### src/hw/clk_sel_pkg.sv
/*
  clk_sel_pkg: register map, field layout, codes and reset values of the
  system clock source selector.
  assumes: 32-bit AXI4-Lite register bus, byte addresses as given here.
*/
package clk_sel_pkg;
  localparam int ADDR_W = 8;
  // register byte offsets
  localparam logic [ADDR_W-1:0] OFF_SYS_CFG = 8'h00;
  localparam logic [ADDR_W-1:0] OFF_LOOP_CFG = 8'h04;
  localparam logic [ADDR_W-1:0] OFF_PRESC = 8'h08;
  localparam logic [ADDR_W-1:0] OFF_STATUS = 8'h0C;
  // field positions
  localparam int SYS_SRC_LSB = 0;
  localparam int LOOP_BYPASS_BIT = 0;
  localparam int LOOP_BAND_LSB = 1;
  localparam int LOOP_REF_BIT = 3;
  localparam int LOOP_INDIV_LSB = 4;
  localparam int LOOP_MULT_LSB = 8;
  localparam int LOOP_OUTDIV_LSB = 16;
  localparam int PRESC_LSB = 0;
  localparam int STAT_LOCK_BIT = 0;
  localparam int STAT_SRC_LSB = 1;
  localparam int STAT_CLK_BIT = 3;
  localparam int STAT_BAND_LSB = 4;
  // clock source codes
  localparam logic [1:0] SRC_WAKEUP = 2'h0;
  localparam logic [1:0] SRC_RSVD = 2'h1;
  localparam logic [1:0] SRC_OSC = 2'h2;
  localparam logic [1:0] SRC_DIRECT = 2'h3;
  // oscillator band codes; 1x reserved
  localparam logic [1:0] BAND_LOW = 2'h0;
  localparam logic [1:0] BAND_HIGH = 2'h1;
  // reset values
  localparam logic [1:0] RST_SRC = SRC_WAKEUP;
  localparam logic RST_BYPASS = 1'b1;
  localparam logic [1:0] RST_BAND = BAND_LOW;
  localparam logic RST_REF = 1'b0;
  // loop slew: step is one eighth of the remaining error plus one
  localparam int SLEW_SHIFT = 3;
  // bus responses
  localparam logic [1:0] RESP_OKAY = 2'h0;
  localparam logic [1:0] RESP_SLVERR = 2'h2;

  typedef struct packed {
    logic awvalid;
    logic [ADDR_W-1:0] awaddr;
    logic wvalid;
    logic [31:0] wdata;
    logic [3:0] wstrb;
    logic bready;
    logic arvalid;
    logic [ADDR_W-1:0] araddr;
    logic rready;
  } axi_req_t;

  typedef struct packed {
    logic awready;
    logic wready;
    logic bvalid;
    logic [1:0] bresp;
    logic arready;
    logic rvalid;
    logic [31:0] rdata;
    logic [1:0] rresp;
  } axi_rsp_t;
endpackage

### src/hw/clk_source_select.sv
/*
  clk_source_select: picks and derives the system clock level from the
  wakeup source, the external clock pin, a prescaled oscillator or a
  digital model of the multiplying loop; registers over AXI4-Lite.
  assumes: all clock source inputs are levels sampled by sys_clk, so any
  derived clock is at most half of sys_clk.
*/
// Decided for this implementation: register access over AXI4-Lite and the address map.
// Behaviour
// - code 11 passes external clock pin through
// - code 10, bypass 1: prescale the oscillator
// - factor one passes oscillator level unchanged
// - prescaler divides by up to 1024
// - code 10, bypass 0: loop drives system clock
// - loop gives input times N/(P*divider)
// - loop reference from crystal or internal source
// - output divider scales the loop period
// - loop frequency slews gradually, but jumps at once when N is rewritten
// - band 00 low, 01 high, 1x reserved
// - code 00 uses wakeup source directly
`timescale 1ns/1ps
module clk_source_select #(
  parameter int P_W = 4,
  parameter int N_W = 7,
  parameter int OUTDIV_W = 7,
  parameter int PRESC_W = 10,
  parameter int PER_W = 16
) (
  // clock and reset
  input wire logic sys_clk,
  input wire logic rst,
  // register bus
  input clk_sel_pkg::axi_req_t axiReq,
  output clk_sel_pkg::axi_rsp_t axiRsp,
  // clock sources
  input wire logic externalClockPin,
  input wire logic crystalInputPin,
  input wire logic internalClkSrc,
  input wire logic wakeupClkSrc,
  // derived clock and status
  output logic sysClkOut,
  output logic loopLocked,
  output logic [1:0] oscBandOut
);
  localparam int DEN_W = PER_W + OUTDIV_W;
  localparam int ACC_W = DEN_W + N_W + 2;

  if (PRESC_W < 10 || PRESC_W > 16 || P_W < 1 || N_W < 1 || OUTDIV_W < 1 || PER_W < 4 ||
      P_W + N_W > 16 || OUTDIV_W > 8) begin : g_bad_params
    $error("clk_source_select: unsupported field widths");
  end

  typedef struct packed {
    logic awHave;
    logic [clk_sel_pkg::ADDR_W-1:0] awAddr;
    logic wHave;
    logic [31:0] wData;
    logic [3:0] wStrb;
    logic bValid;
    logic [1:0] bResp;
    logic rValid;
    logic [31:0] rData;
    logic [1:0] rResp;
    logic [1:0] srcSel;
    logic bypass;
    logic [1:0] band;
    logic refSel;
    logic [P_W-1:0] input_divider_field;
    logic [N_W-1:0] feedback_multiplier_field;
    logic [OUTDIV_W-1:0] outDiv;
    logic [PRESC_W-1:0] prescDiv;
    logic oscPrev;
    logic [PRESC_W-1:0] presCnt;
    logic presOut;
    logic [P_W-1:0] refCnt;
    logic refSeen;
    logic [PER_W-1:0] perCnt;
    logic [PER_W-1:0] perMeas;
    logic [DEN_W-1:0] denCur;
    logic [ACC_W-1:0] acc;
    logic loopOut;
    logic locked;
    logic sysClk;
  } state_t;

  state_t s_q;
  state_t s_d;

  logic [31:0] loopWord;
  logic [31:0] sysWord;
  logic [31:0] prescWord;
  logic [31:0] statWord;

  function automatic logic [31:0] mergeStrb(input logic [31:0] old,
                                            input logic [31:0] nw,
                                            input logic [3:0] strb);
    logic [31:0] r;
    r = old;
    for (int i = 0; i < 4; i++) begin
      if (strb[i]) begin
        r[8*i +: 8] = nw[8*i +: 8];
      end
    end
    return r;
  endfunction

  always_comb begin
    sysWord = '0;
    sysWord[clk_sel_pkg::SYS_SRC_LSB +: 2] = s_q.srcSel;
    loopWord = '0;
    loopWord[clk_sel_pkg::LOOP_BYPASS_BIT] = s_q.bypass;
    loopWord[clk_sel_pkg::LOOP_BAND_LSB +: 2] = s_q.band;
    loopWord[clk_sel_pkg::LOOP_REF_BIT] = s_q.refSel;
    loopWord[clk_sel_pkg::LOOP_INDIV_LSB +: P_W] = s_q.input_divider_field;
    loopWord[clk_sel_pkg::LOOP_MULT_LSB +: N_W] = s_q.feedback_multiplier_field;
    loopWord[clk_sel_pkg::LOOP_OUTDIV_LSB +: OUTDIV_W] = s_q.outDiv;
    prescWord = '0;
    prescWord[clk_sel_pkg::PRESC_LSB +: PRESC_W] = s_q.prescDiv;
    statWord = '0;
    statWord[clk_sel_pkg::STAT_LOCK_BIT] = s_q.locked;
    statWord[clk_sel_pkg::STAT_SRC_LSB +: 2] = s_q.srcSel;
    statWord[clk_sel_pkg::STAT_CLK_BIT] = s_q.sysClk;
    statWord[clk_sel_pkg::STAT_BAND_LSB +: 2] = s_q.band;
  end

  always_comb begin
    logic [31:0] wr;
    logic osc;
    logic oscRise;
    logic refTick;
    logic loopOn;
    logic presSel;
    logic [PRESC_W:0] presHalf;
    logic [DEN_W-1:0] target;
    logic [DEN_W-1:0] diff;
    logic [DEN_W-1:0] step;
    logic [ACC_W-1:0] accSum;
    logic [ACC_W-1:0] den;
    wr = '0;
    osc = '0;
    oscRise = '0;
    refTick = '0;
    loopOn = '0;
    presSel = '0;
    presHalf = '0;
    target = '0;
    diff = '0;
    step = '0;
    accSum = '0;
    den = '0;
    s_d = s_q;

    // bus: address and data are taken in either order
    if (axiReq.awvalid && axiRsp.awready) begin
      s_d.awHave = 1'b1;
      s_d.awAddr = axiReq.awaddr;
    end
    if (axiReq.wvalid && axiRsp.wready) begin
      s_d.wHave = 1'b1;
      s_d.wData = axiReq.wdata;
      s_d.wStrb = axiReq.wstrb;
    end
    if (s_q.bValid && axiReq.bready) begin
      s_d.bValid = 1'b0;
    end
    if (s_q.awHave && s_q.wHave && !s_q.bValid) begin
      s_d.awHave = 1'b0;
      s_d.wHave = 1'b0;
      s_d.bValid = 1'b1;
      s_d.bResp = clk_sel_pkg::RESP_OKAY;
      unique case ({s_q.awAddr[clk_sel_pkg::ADDR_W-1:2], 2'h0})
        clk_sel_pkg::OFF_SYS_CFG: begin
          wr = mergeStrb(sysWord, s_q.wData, s_q.wStrb);
          if (wr[clk_sel_pkg::SYS_SRC_LSB +: 2] != clk_sel_pkg::SRC_RSVD) begin
            s_d.srcSel = wr[clk_sel_pkg::SYS_SRC_LSB +: 2];
          end
        end
        clk_sel_pkg::OFF_LOOP_CFG: begin
          wr = mergeStrb(loopWord, s_q.wData, s_q.wStrb);
          s_d.bypass = wr[clk_sel_pkg::LOOP_BYPASS_BIT];
          // reserved band codes are dropped so the oscillator never leaves its range
          if (!wr[clk_sel_pkg::LOOP_BAND_LSB + 1]) begin
            s_d.band = wr[clk_sel_pkg::LOOP_BAND_LSB +: 2];
          end
          s_d.refSel = wr[clk_sel_pkg::LOOP_REF_BIT];
          s_d.input_divider_field = wr[clk_sel_pkg::LOOP_INDIV_LSB +: P_W];
          s_d.feedback_multiplier_field = wr[clk_sel_pkg::LOOP_MULT_LSB +: N_W];
          s_d.outDiv = wr[clk_sel_pkg::LOOP_OUTDIV_LSB +: OUTDIV_W];
        end
        clk_sel_pkg::OFF_PRESC: begin
          wr = mergeStrb(prescWord, s_q.wData, s_q.wStrb);
          s_d.prescDiv = wr[clk_sel_pkg::PRESC_LSB +: PRESC_W];
        end
        clk_sel_pkg::OFF_STATUS: begin
          s_d.bResp = clk_sel_pkg::RESP_OKAY;
        end
        default: begin
          s_d.bResp = clk_sel_pkg::RESP_SLVERR;
        end
      endcase
    end

    if (s_q.rValid && axiReq.rready) begin
      s_d.rValid = 1'b0;
    end
    if (axiReq.arvalid && axiRsp.arready) begin
      s_d.rValid = 1'b1;
      s_d.rResp = clk_sel_pkg::RESP_OKAY;
      unique case ({axiReq.araddr[clk_sel_pkg::ADDR_W-1:2], 2'h0})
        clk_sel_pkg::OFF_SYS_CFG: s_d.rData = sysWord;
        clk_sel_pkg::OFF_LOOP_CFG: s_d.rData = loopWord;
        clk_sel_pkg::OFF_PRESC: s_d.rData = prescWord;
        clk_sel_pkg::OFF_STATUS: s_d.rData = statWord;
        default: begin
          s_d.rData = '0;
          s_d.rResp = clk_sel_pkg::RESP_SLVERR;
        end
      endcase
    end

    // one oscillator source feeds both prescaler and loop
    osc = s_q.refSel ? internalClkSrc : crystalInputPin;
    oscRise = osc && !s_q.oscPrev;
    s_d.oscPrev = osc;

    // prescaler: high for the first ceil(K1/2) source periods
    if (oscRise) begin
      s_d.presCnt = (s_q.presCnt >= s_q.prescDiv) ? '0 : s_q.presCnt + 1'b1;
    end
    presHalf = ({1'b0, s_q.prescDiv} + 2'd2) >> 1;
    s_d.presOut = {1'b0, s_d.presCnt} < presHalf;
    // factor one follows the source level, keeping its duty cycle
    presSel = (s_q.prescDiv == '0) ? osc : s_q.presOut;

    // loop model: measure the reference after P, output period den/N cycles
    loopOn = (s_q.srcSel == clk_sel_pkg::SRC_OSC) && !s_q.bypass;
    if (oscRise) begin
      s_d.refCnt = (s_q.refCnt >= s_q.input_divider_field) ? '0 : s_q.refCnt + 1'b1;
      refTick = (s_q.refCnt >= s_q.input_divider_field);
    end
    s_d.perCnt = refTick ? PER_W'(1) :
                 ((&s_q.perCnt) ? s_q.perCnt : s_q.perCnt + 1'b1);
    if (refTick) begin
      s_d.refSeen = 1'b1;
      if (s_q.refSeen) begin
        s_d.perMeas = s_q.perCnt;
      end
    end
    // output divider lengthens the period: div*T sys_clk cycles per N outputs
    target = DEN_W'(s_q.perMeas) * DEN_W'({1'b0, s_q.outDiv} + 1'b1);
    if (!loopOn) begin
      // restart from the slowest rate so enabling never jumps up
      s_d.denCur = '1;
      s_d.acc = '0;
      s_d.loopOut = 1'b0;
      s_d.locked = 1'b0;
    end else begin
      if (refTick && s_q.perMeas != '0) begin
        if (s_q.denCur > target) begin
          diff = s_q.denCur - target;
          step = (diff >> clk_sel_pkg::SLEW_SHIFT) + 1'b1;
          s_d.denCur = s_q.denCur - step;
        end else if (s_q.denCur < target) begin
          diff = target - s_q.denCur;
          step = (diff >> clk_sel_pkg::SLEW_SHIFT) + 1'b1;
          s_d.denCur = s_q.denCur + step;
        end
      end
      s_d.locked = (s_q.denCur == target) && (s_q.perMeas != '0);
      // two toggles per output cycle: add 2N, toggle each den crossed
      den = ACC_W'(s_q.denCur);
      accSum = s_q.acc + ACC_W'({s_q.feedback_multiplier_field, 1'b0}) + ACC_W'(2);
      if (accSum >= den) begin
        s_d.loopOut = !s_q.loopOut;
        // capped at half of sys_clk; excess phase is dropped
        s_d.acc = (accSum - den >= den) ? '0 : accSum - den;
      end else begin
        s_d.acc = accSum;
      end
    end

    unique case (s_q.srcSel)
      clk_sel_pkg::SRC_WAKEUP: s_d.sysClk = wakeupClkSrc;
      clk_sel_pkg::SRC_OSC: s_d.sysClk = s_q.bypass ? presSel : s_q.loopOut;
      clk_sel_pkg::SRC_DIRECT: s_d.sysClk = externalClockPin;
      default: s_d.sysClk = s_q.sysClk;
    endcase
  end

  always_ff @(posedge sys_clk) begin
    if (rst) begin
      s_q <= '0;
      s_q.srcSel <= clk_sel_pkg::RST_SRC;
      s_q.bypass <= clk_sel_pkg::RST_BYPASS;
      s_q.band <= clk_sel_pkg::RST_BAND;
      s_q.refSel <= clk_sel_pkg::RST_REF;
      s_q.denCur <= '1;
    end else begin
      s_q <= s_d;
    end
  end

  always_comb begin
    axiRsp.awready = !s_q.awHave && !s_q.bValid;
    axiRsp.wready = !s_q.wHave && !s_q.bValid;
    axiRsp.bvalid = s_q.bValid;
    axiRsp.bresp = s_q.bResp;
    axiRsp.arready = !s_q.rValid;
    axiRsp.rvalid = s_q.rValid;
    axiRsp.rdata = s_q.rData;
    axiRsp.rresp = s_q.rResp;
  end

  assign sysClkOut = s_q.sysClk;
  assign loopLocked = s_q.locked;
  assign oscBandOut = s_q.band;
endmodule // clk_source_select

### config.mk
export PLATFORM = sky130hd
export DESIGN_NAME = clk_source_select
export DESIGN_NICKNAME = d
export VERILOG_FILES = /design/src/hw/clk_sel_pkg.sv /design/src/hw/clk_source_select.sv
export SDC_FILE = /design/constraint.sdc
export NUM_CORES = 1
export LEC_CHECK = 0
export BUFFER_PORTS_ARGS = -buffer_cell sky130_fd_sc_hd__clkbuf_2
export CAP_MARGIN = 20
export CELL_PAD_IN_SITES_DETAIL_PLACEMENT = 0
export CELL_PAD_IN_SITES_GLOBAL_PLACEMENT = 1
export CORE_MARGIN = 2
export CORE_UTILIZATION = 47
export CTS_CLUSTER_DIAMETER = 60
export CTS_CLUSTER_SIZE = 25
export DETAILED_ROUTE_END_ITERATION = 7
export PLACE_DENSITY = 0.86
export SKIP_CTS_REPAIR_TIMING = 1
export SLEW_MARGIN = 20
export SYNTH_ARGS = -nofsm -noshare
export SYNTH_HDL_FRONTEND = slang
export SYNTH_SLANG_ARGS = --single-unit
### constraint.sdc
create_clock -name sys_clk -period 15.8 [get_ports sys_clk]
set_input_delay 1.58 -clock sys_clk [delete_from_list [all_inputs] [get_ports sys_clk]]
set_output_delay 1.58 -clock sys_clk [all_outputs]
set_load 0.03 [all_outputs]
## Yosys cells after proc, flatten, opt, wreduce, memory -nomap -nowiden

Cells that the tools add are included.

| word-level totals | value |
|---|---|
| bits of input ports | 63 |
| register bits | 214 |
| output and inout port bits | 45 |

| operators by class | value |
|---|---|
| bitwise operators | 2 |
| reductions and logical operators | 44 |
| muxes and demuxes | 27 |
| $add $sub $neg | 14 |
| multipliers | 1 |
| eq/ne operators | 12 |
| $lt $le $gt $ge | 7 |

Operators with widths:

| operator | count |
|---|---|
| $pmux 23 s4 | 1 |
| $ge 32x23->1 | 2 |
| $mux 32 | 2 |
| $mux 23 | 2 |
| $sub 23x23->23 | 2 |
| $add 20x1->21 const B | 2 |
| $mux 35 | 1 |
| $add 32x2->32 const B | 1 |
| $add 32x8->32 | 1 |
| $sub 32x23->32 | 1 |
| $eq 6x2->1 const B | 4 |
| $mux 8 | 3 |
| $add 23x21->23 | 1 |
| $eq 23x23->1 | 1 |
| $gt 23x23->1 | 1 |
| $lt 23x23->1 | 1 |
| $mul 16x8->23 | 1 |
| $sub 23x21->23 | 1 |
| $mux 10 | 2 |
| $reduce_and 3->1 | 6 |
| $add 16x1->16 const B | 1 |
| $reduce_and 16->1 | 1 |
| $reduce_bool 16->1 | 1 |
| $logic_and 1x1->1 | 13 |
| other kinds (28) | 55 |

## Longest topological paths before layout

| depth | value |
|---|---|
| depth after elaboration | 7 |
| depth in mapped cells | 41 |

## Least setup slack after synthesis

OpenSTA, ideal clock, no wires.

| timing path | value |
|---|---|
| path kind | register -> register |
| start point | register s_q (netlist bit loopWord[17]) |
| end point | register s_q[56] in the netlist's numbering |
| arrival | 8112 ps |
| clock period less this slack | 8242 ps |
| data required time | 15670 ps |
| stages on the path, launching flop included | 38 |
| setup time | 130 ps |
| buffers on the path | 1 |
| setup slack | 7558 ps |
| cell sequence | dfxtp_1 ha_1 nand3_1 nor2_1 xor2_1 clkbuf_1 nand2_1 fa_1 fa_1 inv_1 fa_1 inv_1 fa_1 inv_1 ha_1 o21a_1 o21ai_0 nand2b_1 [2 not listed] a2111oi_0 o21a_1 o21ai_0 nor2b_1 xnor2_1 ha_1 inv_1 nor2_1 nor4bb_1 a221oi_1 xor2_1 ha_1 a21oi_1 o21ai_0 a2111oi_0 o21bai_1 xnor2_1 nand2_1 |

| between the ends | value |
|---|---|
| word-level cells in the longest chain between the ends | 7 |
| elaborated cells on any way between the ends | 14 |
| classes of those cells | 7 x add/sub; 1 x mul; 2 x order compare; 2 x mux; 2 x reduce/logical |

Ends and longest elaborated chain:

| element | line | source |
|---|---|---|
| from (decl) | clk_source_select.sv:86 | `state_t s_q;` |
| $add 7x1->8 * | clk_source_select.sv:250 | `target = DEN_W'(s_q.perMeas) * DEN_W'({1'b0, s_q.outDiv} + 1'b1);` |
| $mul 16x8->23 * | clk_source_select.sv:250 |  |
| $sub 23x23->23 | clk_source_select.sv:264 | `diff = target - s_q.denCur;` |
| $add 20x1->21 | clk_source_select.sv:265 | `step = (diff >> clk_sel_pkg::SLEW_SHIFT) + 1'b1;` |
| $add 23x21->23 | clk_source_select.sv:266 | `s_d.denCur = s_q.denCur + step;` |
| $mux 23 | clk_source_select.sv:263 | `end else if (s_q.denCur < target) begin` |
| $mux 23 | clk_source_select.sv:259 | `if (s_q.denCur > target) begin` |

Mark *: on every way between the ends. The rest lies on a longest branch, timed or not. The select of a mux whose other input is x is not followed.
A chain may end at the register's enable or synchronous reset.

## Worst setup path in the final report

| timing path | value |
|---|---|
| start point | register s_q (netlist bit loopWord[16]) |
| end point | register s_q[56] in the netlist's numbering |

The elaborated chain is that of the path after synthesis.

==> impl_summary.log <==
[metrics] vertical die dimension: 205 um
[metrics] cell with the biggest individual delay on the critical path: sky130_fd_sc_hd__nor2_1
[metrics] Worst Path Class, Setup: flip-flop to flip-flop
[metrics] r2r setup slk: 5700 ps
[metrics] number of inserted diodes: 0
[metrics] fill count: 3,795
[metrics] Peak VDD IR: 59.7 uV
[metrics] final RePlAce weighted congestion: 0.889
[metrics] Overall Global Routing Usage: 0.232
[metrics] P&R area growth vs syn: 6.82%
[metrics] number of different library cells in the post-synthesis netlist: 82
[metrics] FF-to-FF End: s_q[56]
[metrics] mean area per synthesized cell: 8.08 um2
[metrics] placed cell area: 0.0197 mm2
[metrics] Via Count: 16,200
[metrics] Slowest Stage Delay on Critical Path: 850 ps
[metrics] DRC Markers: 0
[metrics] Vias/cell: 5.58
[metrics] total routed wirelength: 48,300 um
[metrics] starting density of the core: 0.478
[metrics] fraction of layout cells with a size suffix above 1: 0.0617
[metrics] most frequent cell after synthesis: sky130_fd_sc_hd__inv_1
[metrics] number of routed nets with antenna violations: 0
[metrics] cell class contributing the biggest share of worst-path delay: adder cells
[metrics] pin slew with the least headroom to its limit: 1070 ps
[metrics] worst-case clock skew: 22.7 ps
[metrics] first element of the critical path: loopWord[16]
[metrics] number of synthesized register bits: 199
[metrics] depth of the CTS H-tree: 4
[metrics] Die Footprint: 0.0422 mm2
[metrics] count of mapped cells out of synthesis: 2,360
[metrics] average wire per cell in the routed design: 16.6 um
[metrics] Required @ worst endpoint: 16,140 ps
[metrics] synthesized area: 0.0191 mm2
[metrics] IO Port Bufs: 79
[metrics] areal power density over the cells: 52.4 mW/mm2
[metrics] max frequency: 99.0 MHz
[metrics] Num Clock Sinks: 199
[metrics] top cells by area in the synthesized netlist: sky130_fd_sc_hd__dfxtp_1, sky130_fd_sc_hd__ha_1, sky130_fd_sc_hd__fa_1
[metrics] I/O pin count: 108
[metrics] source of the worst register-to-register timing path: loopWord[16]
[metrics] Final Max Tran Viols: 0
[metrics] portion of synthesized cell area occupied by the leading cell type: 0.209
[metrics] clock slew at reported path FFs: 90 ps
[metrics] clock root cell: sky130_fd_sc_hd__clkbuf_16
[metrics] CP endpoint kind: flip-flop
[metrics] cell depth of the worst flop-to-flop path: 33
[metrics] setup TNS: 0 ps
[metrics] proportion of register bits with asynchronous set or reset after synthesis: 0
[metrics] number of buffers on the longest clock path: 2
[metrics] Post-synth EDFFs: 0
[metrics] leading area contributor after synthesis: sky130_fd_sc_hd__dfxtp_1
[metrics] final count of hold timing violations: 0
[metrics] worst setup path endpoint: s_q[56]
[metrics] final standard cell area without fillers: 0.0204 mm2
[metrics] CP Launch Type: flip-flop
[metrics] Die Span X: 205 um
[metrics] CP Max Fanout: 21
[metrics] floorplan row count: 73
[metrics] overflow left after global routing: 0
[metrics] class of the most critical hold timing path: flip-flop to flip-flop
[metrics] Setup-failing EPs final: 0
[metrics] outcome: completed
[metrics] unrepaired setup endpoints after global routing: no
[metrics] Final min period: 10,100 ps
[metrics] relative slew slack: 0.286
[metrics] core box area: 0.0399 mm2
[metrics] DP HPWL: 38,200 um
[metrics] sequential element share of the synthesized area: 0.209
[metrics] cell leakage power: 9.86 nW
[metrics] count of cell instances traversed by the critical path: 33
[metrics] Post-synth top cells: sky130_fd_sc_hd__inv_1, sky130_fd_sc_hd__ha_1, sky130_fd_sc_hd__nor2_1
[metrics] dominant cell type by count on the critical path: sky130_fd_sc_hd__a21oi_1
[metrics] number of max-cap violations: 0
[metrics] global-route wire length before repair: 78,900 um
[metrics] TritonCTS clock tree: done
[metrics] count of TritonRoute iterations in the first routing pass: 7
[metrics] vias in the first global route: 15,600
[metrics] CP arrival: 10,450 ps
[metrics] maximum number of pins on one net before global-route repair: 104
[metrics] clock latency reported for the late side of the worst-skew pair: 480 ps
[metrics] total clock buffers created by CTS: 17
[metrics] count of routing violations after the opening detailed-route iteration: 968
[metrics] multi-input logic area: 0.0137 mm2
[metrics] Primary FF master, synth: sky130_fd_sc_hd__dfxtp_1
[metrics] Min-Delay Startpoint: s_q[202]
[metrics] number of buffer and inverter stages on the critical path: 3
[metrics] YS warnings: 0
[metrics] storage element area: 0.00398 mm2
[metrics] share of the cycle needed by the critical path after routing: 0.639
[metrics] initial antenna violation count: 0
[metrics] layout net count: 2,739
worst min-delay path by stage:
stage	cells after the start	endpoint	slack [ps]
floorplan	2	s_q[90]	430
global placement	2	s_q[195]	440
detailed placement	2	s_q[193]	450
CTS	2	s_q[193]	460
global route	2	s_q[193]	470
finish	2	s_q[202]	460
power breakdown:
part	internal [mW]	switching (mW)	leakage [nW]	total (mW)
Clock	0.250	0.242	0.316	0.492
Combinational	0.0186	0.0385	7.93	0.0571
Sequential	0.510	0.00829	1.61	0.519
kinds of logic (layout without fill, tap and decap cells):
group	after synthesis	after routing	share of synthesized area
AOI/OAI and AO/OA	507	507	0.173
muxes	58	58	0.0318
other	1	22	0.000197
DFF	199	199	0.209
buffers and inverters	356	359	0.0788
xor gates and xnor gates	168	168	0.0771
adders and majority gates	306	306	0.235
and+or+nand+nor	765	765	0.196
metal layers:
metal	vias up	wire length, um	global-route usage
met2	324	22700	0.383
li1	8057	-	-
met4	0	830	0.0650
met1	7796	23200	0.322
met3	47	1650	0.0263
met5	-	0	0
cells in the final DEF, fill, tap and decap left out, types with 45 or more instances in the layout:
| master | synthesis | final |
|---|---|---|
| sky130_fd_sc_hd__a21o_1 | 52 | 52 |
| sky130_fd_sc_hd__a21oi_1 | 154 | 154 |
| sky130_fd_sc_hd__and2_1 | 87 | 87 |
| sky130_fd_sc_hd__clkbuf_2 | 1 | 78 |
| sky130_fd_sc_hd__dfxtp_1 | 199 | 199 |
| sky130_fd_sc_hd__fa_1 | 87 | 87 |
| sky130_fd_sc_hd__ha_1 | 218 | 218 |
| sky130_fd_sc_hd__inv_1 | 236 | 236 |
| sky130_fd_sc_hd__mux2i_1 | 55 | 55 |
| sky130_fd_sc_hd__nand2_1 | 182 | 182 |
| sky130_fd_sc_hd__nand3_1 | 62 | 62 |
| sky130_fd_sc_hd__nor2_1 | 207 | 207 |
| sky130_fd_sc_hd__nor2b_1 | 45 | 45 |
| sky130_fd_sc_hd__o21ai_0 | 86 | 86 |
| sky130_fd_sc_hd__xnor2_1 | 112 | 111 |
| sky130_fd_sc_hd__xor2_1 | 56 | 54 |
final cells by class:
type,count,share of cell area
inverter,236,0.0435
clock buffer,17,0.0209
tap,525,0.0322
clock inverter,15,0.0115
timing repair buffer,91,0.0239
multi-input combinational,1826,0.672
sequential,199,0.196
through the flow:
stage                     std cells  setup slack [ps]  power, mW  hold WS (ps)  utilization
after floorplan                2381              7560      0.573           432            -
after global placement         2877              5650      0.586           443        0.493
after detailed placement       2877              5490      0.587           447        0.493
after CTS                      2909              5460       1.08           458        0.510
after global routing           2909              4780       1.10           473        0.510
final                          2909              5700       1.07           458        0.510
sequential cells by signal, indices dropped and copies added, names as in the netlist:
| signal | cells |
|---|---|
| axiRsp | 26 |
| loopLocked | 1 |
| loopWord | 20 |
| oscBandOut | 1 |
| prescWord | 10 |
| s_q | 140 |
| sysClkOut | 1 |
tightest hold or removal path, stage by stage (launching register included):
cell and delay, ps:
sky130_fd_sc_hd__dfxtp_1 310, sky130_fd_sc_hd__nand2_1 50, sky130_fd_sc_hd__a21oi_1 50
Note: power is estimated with default switching activity, not from simulation.
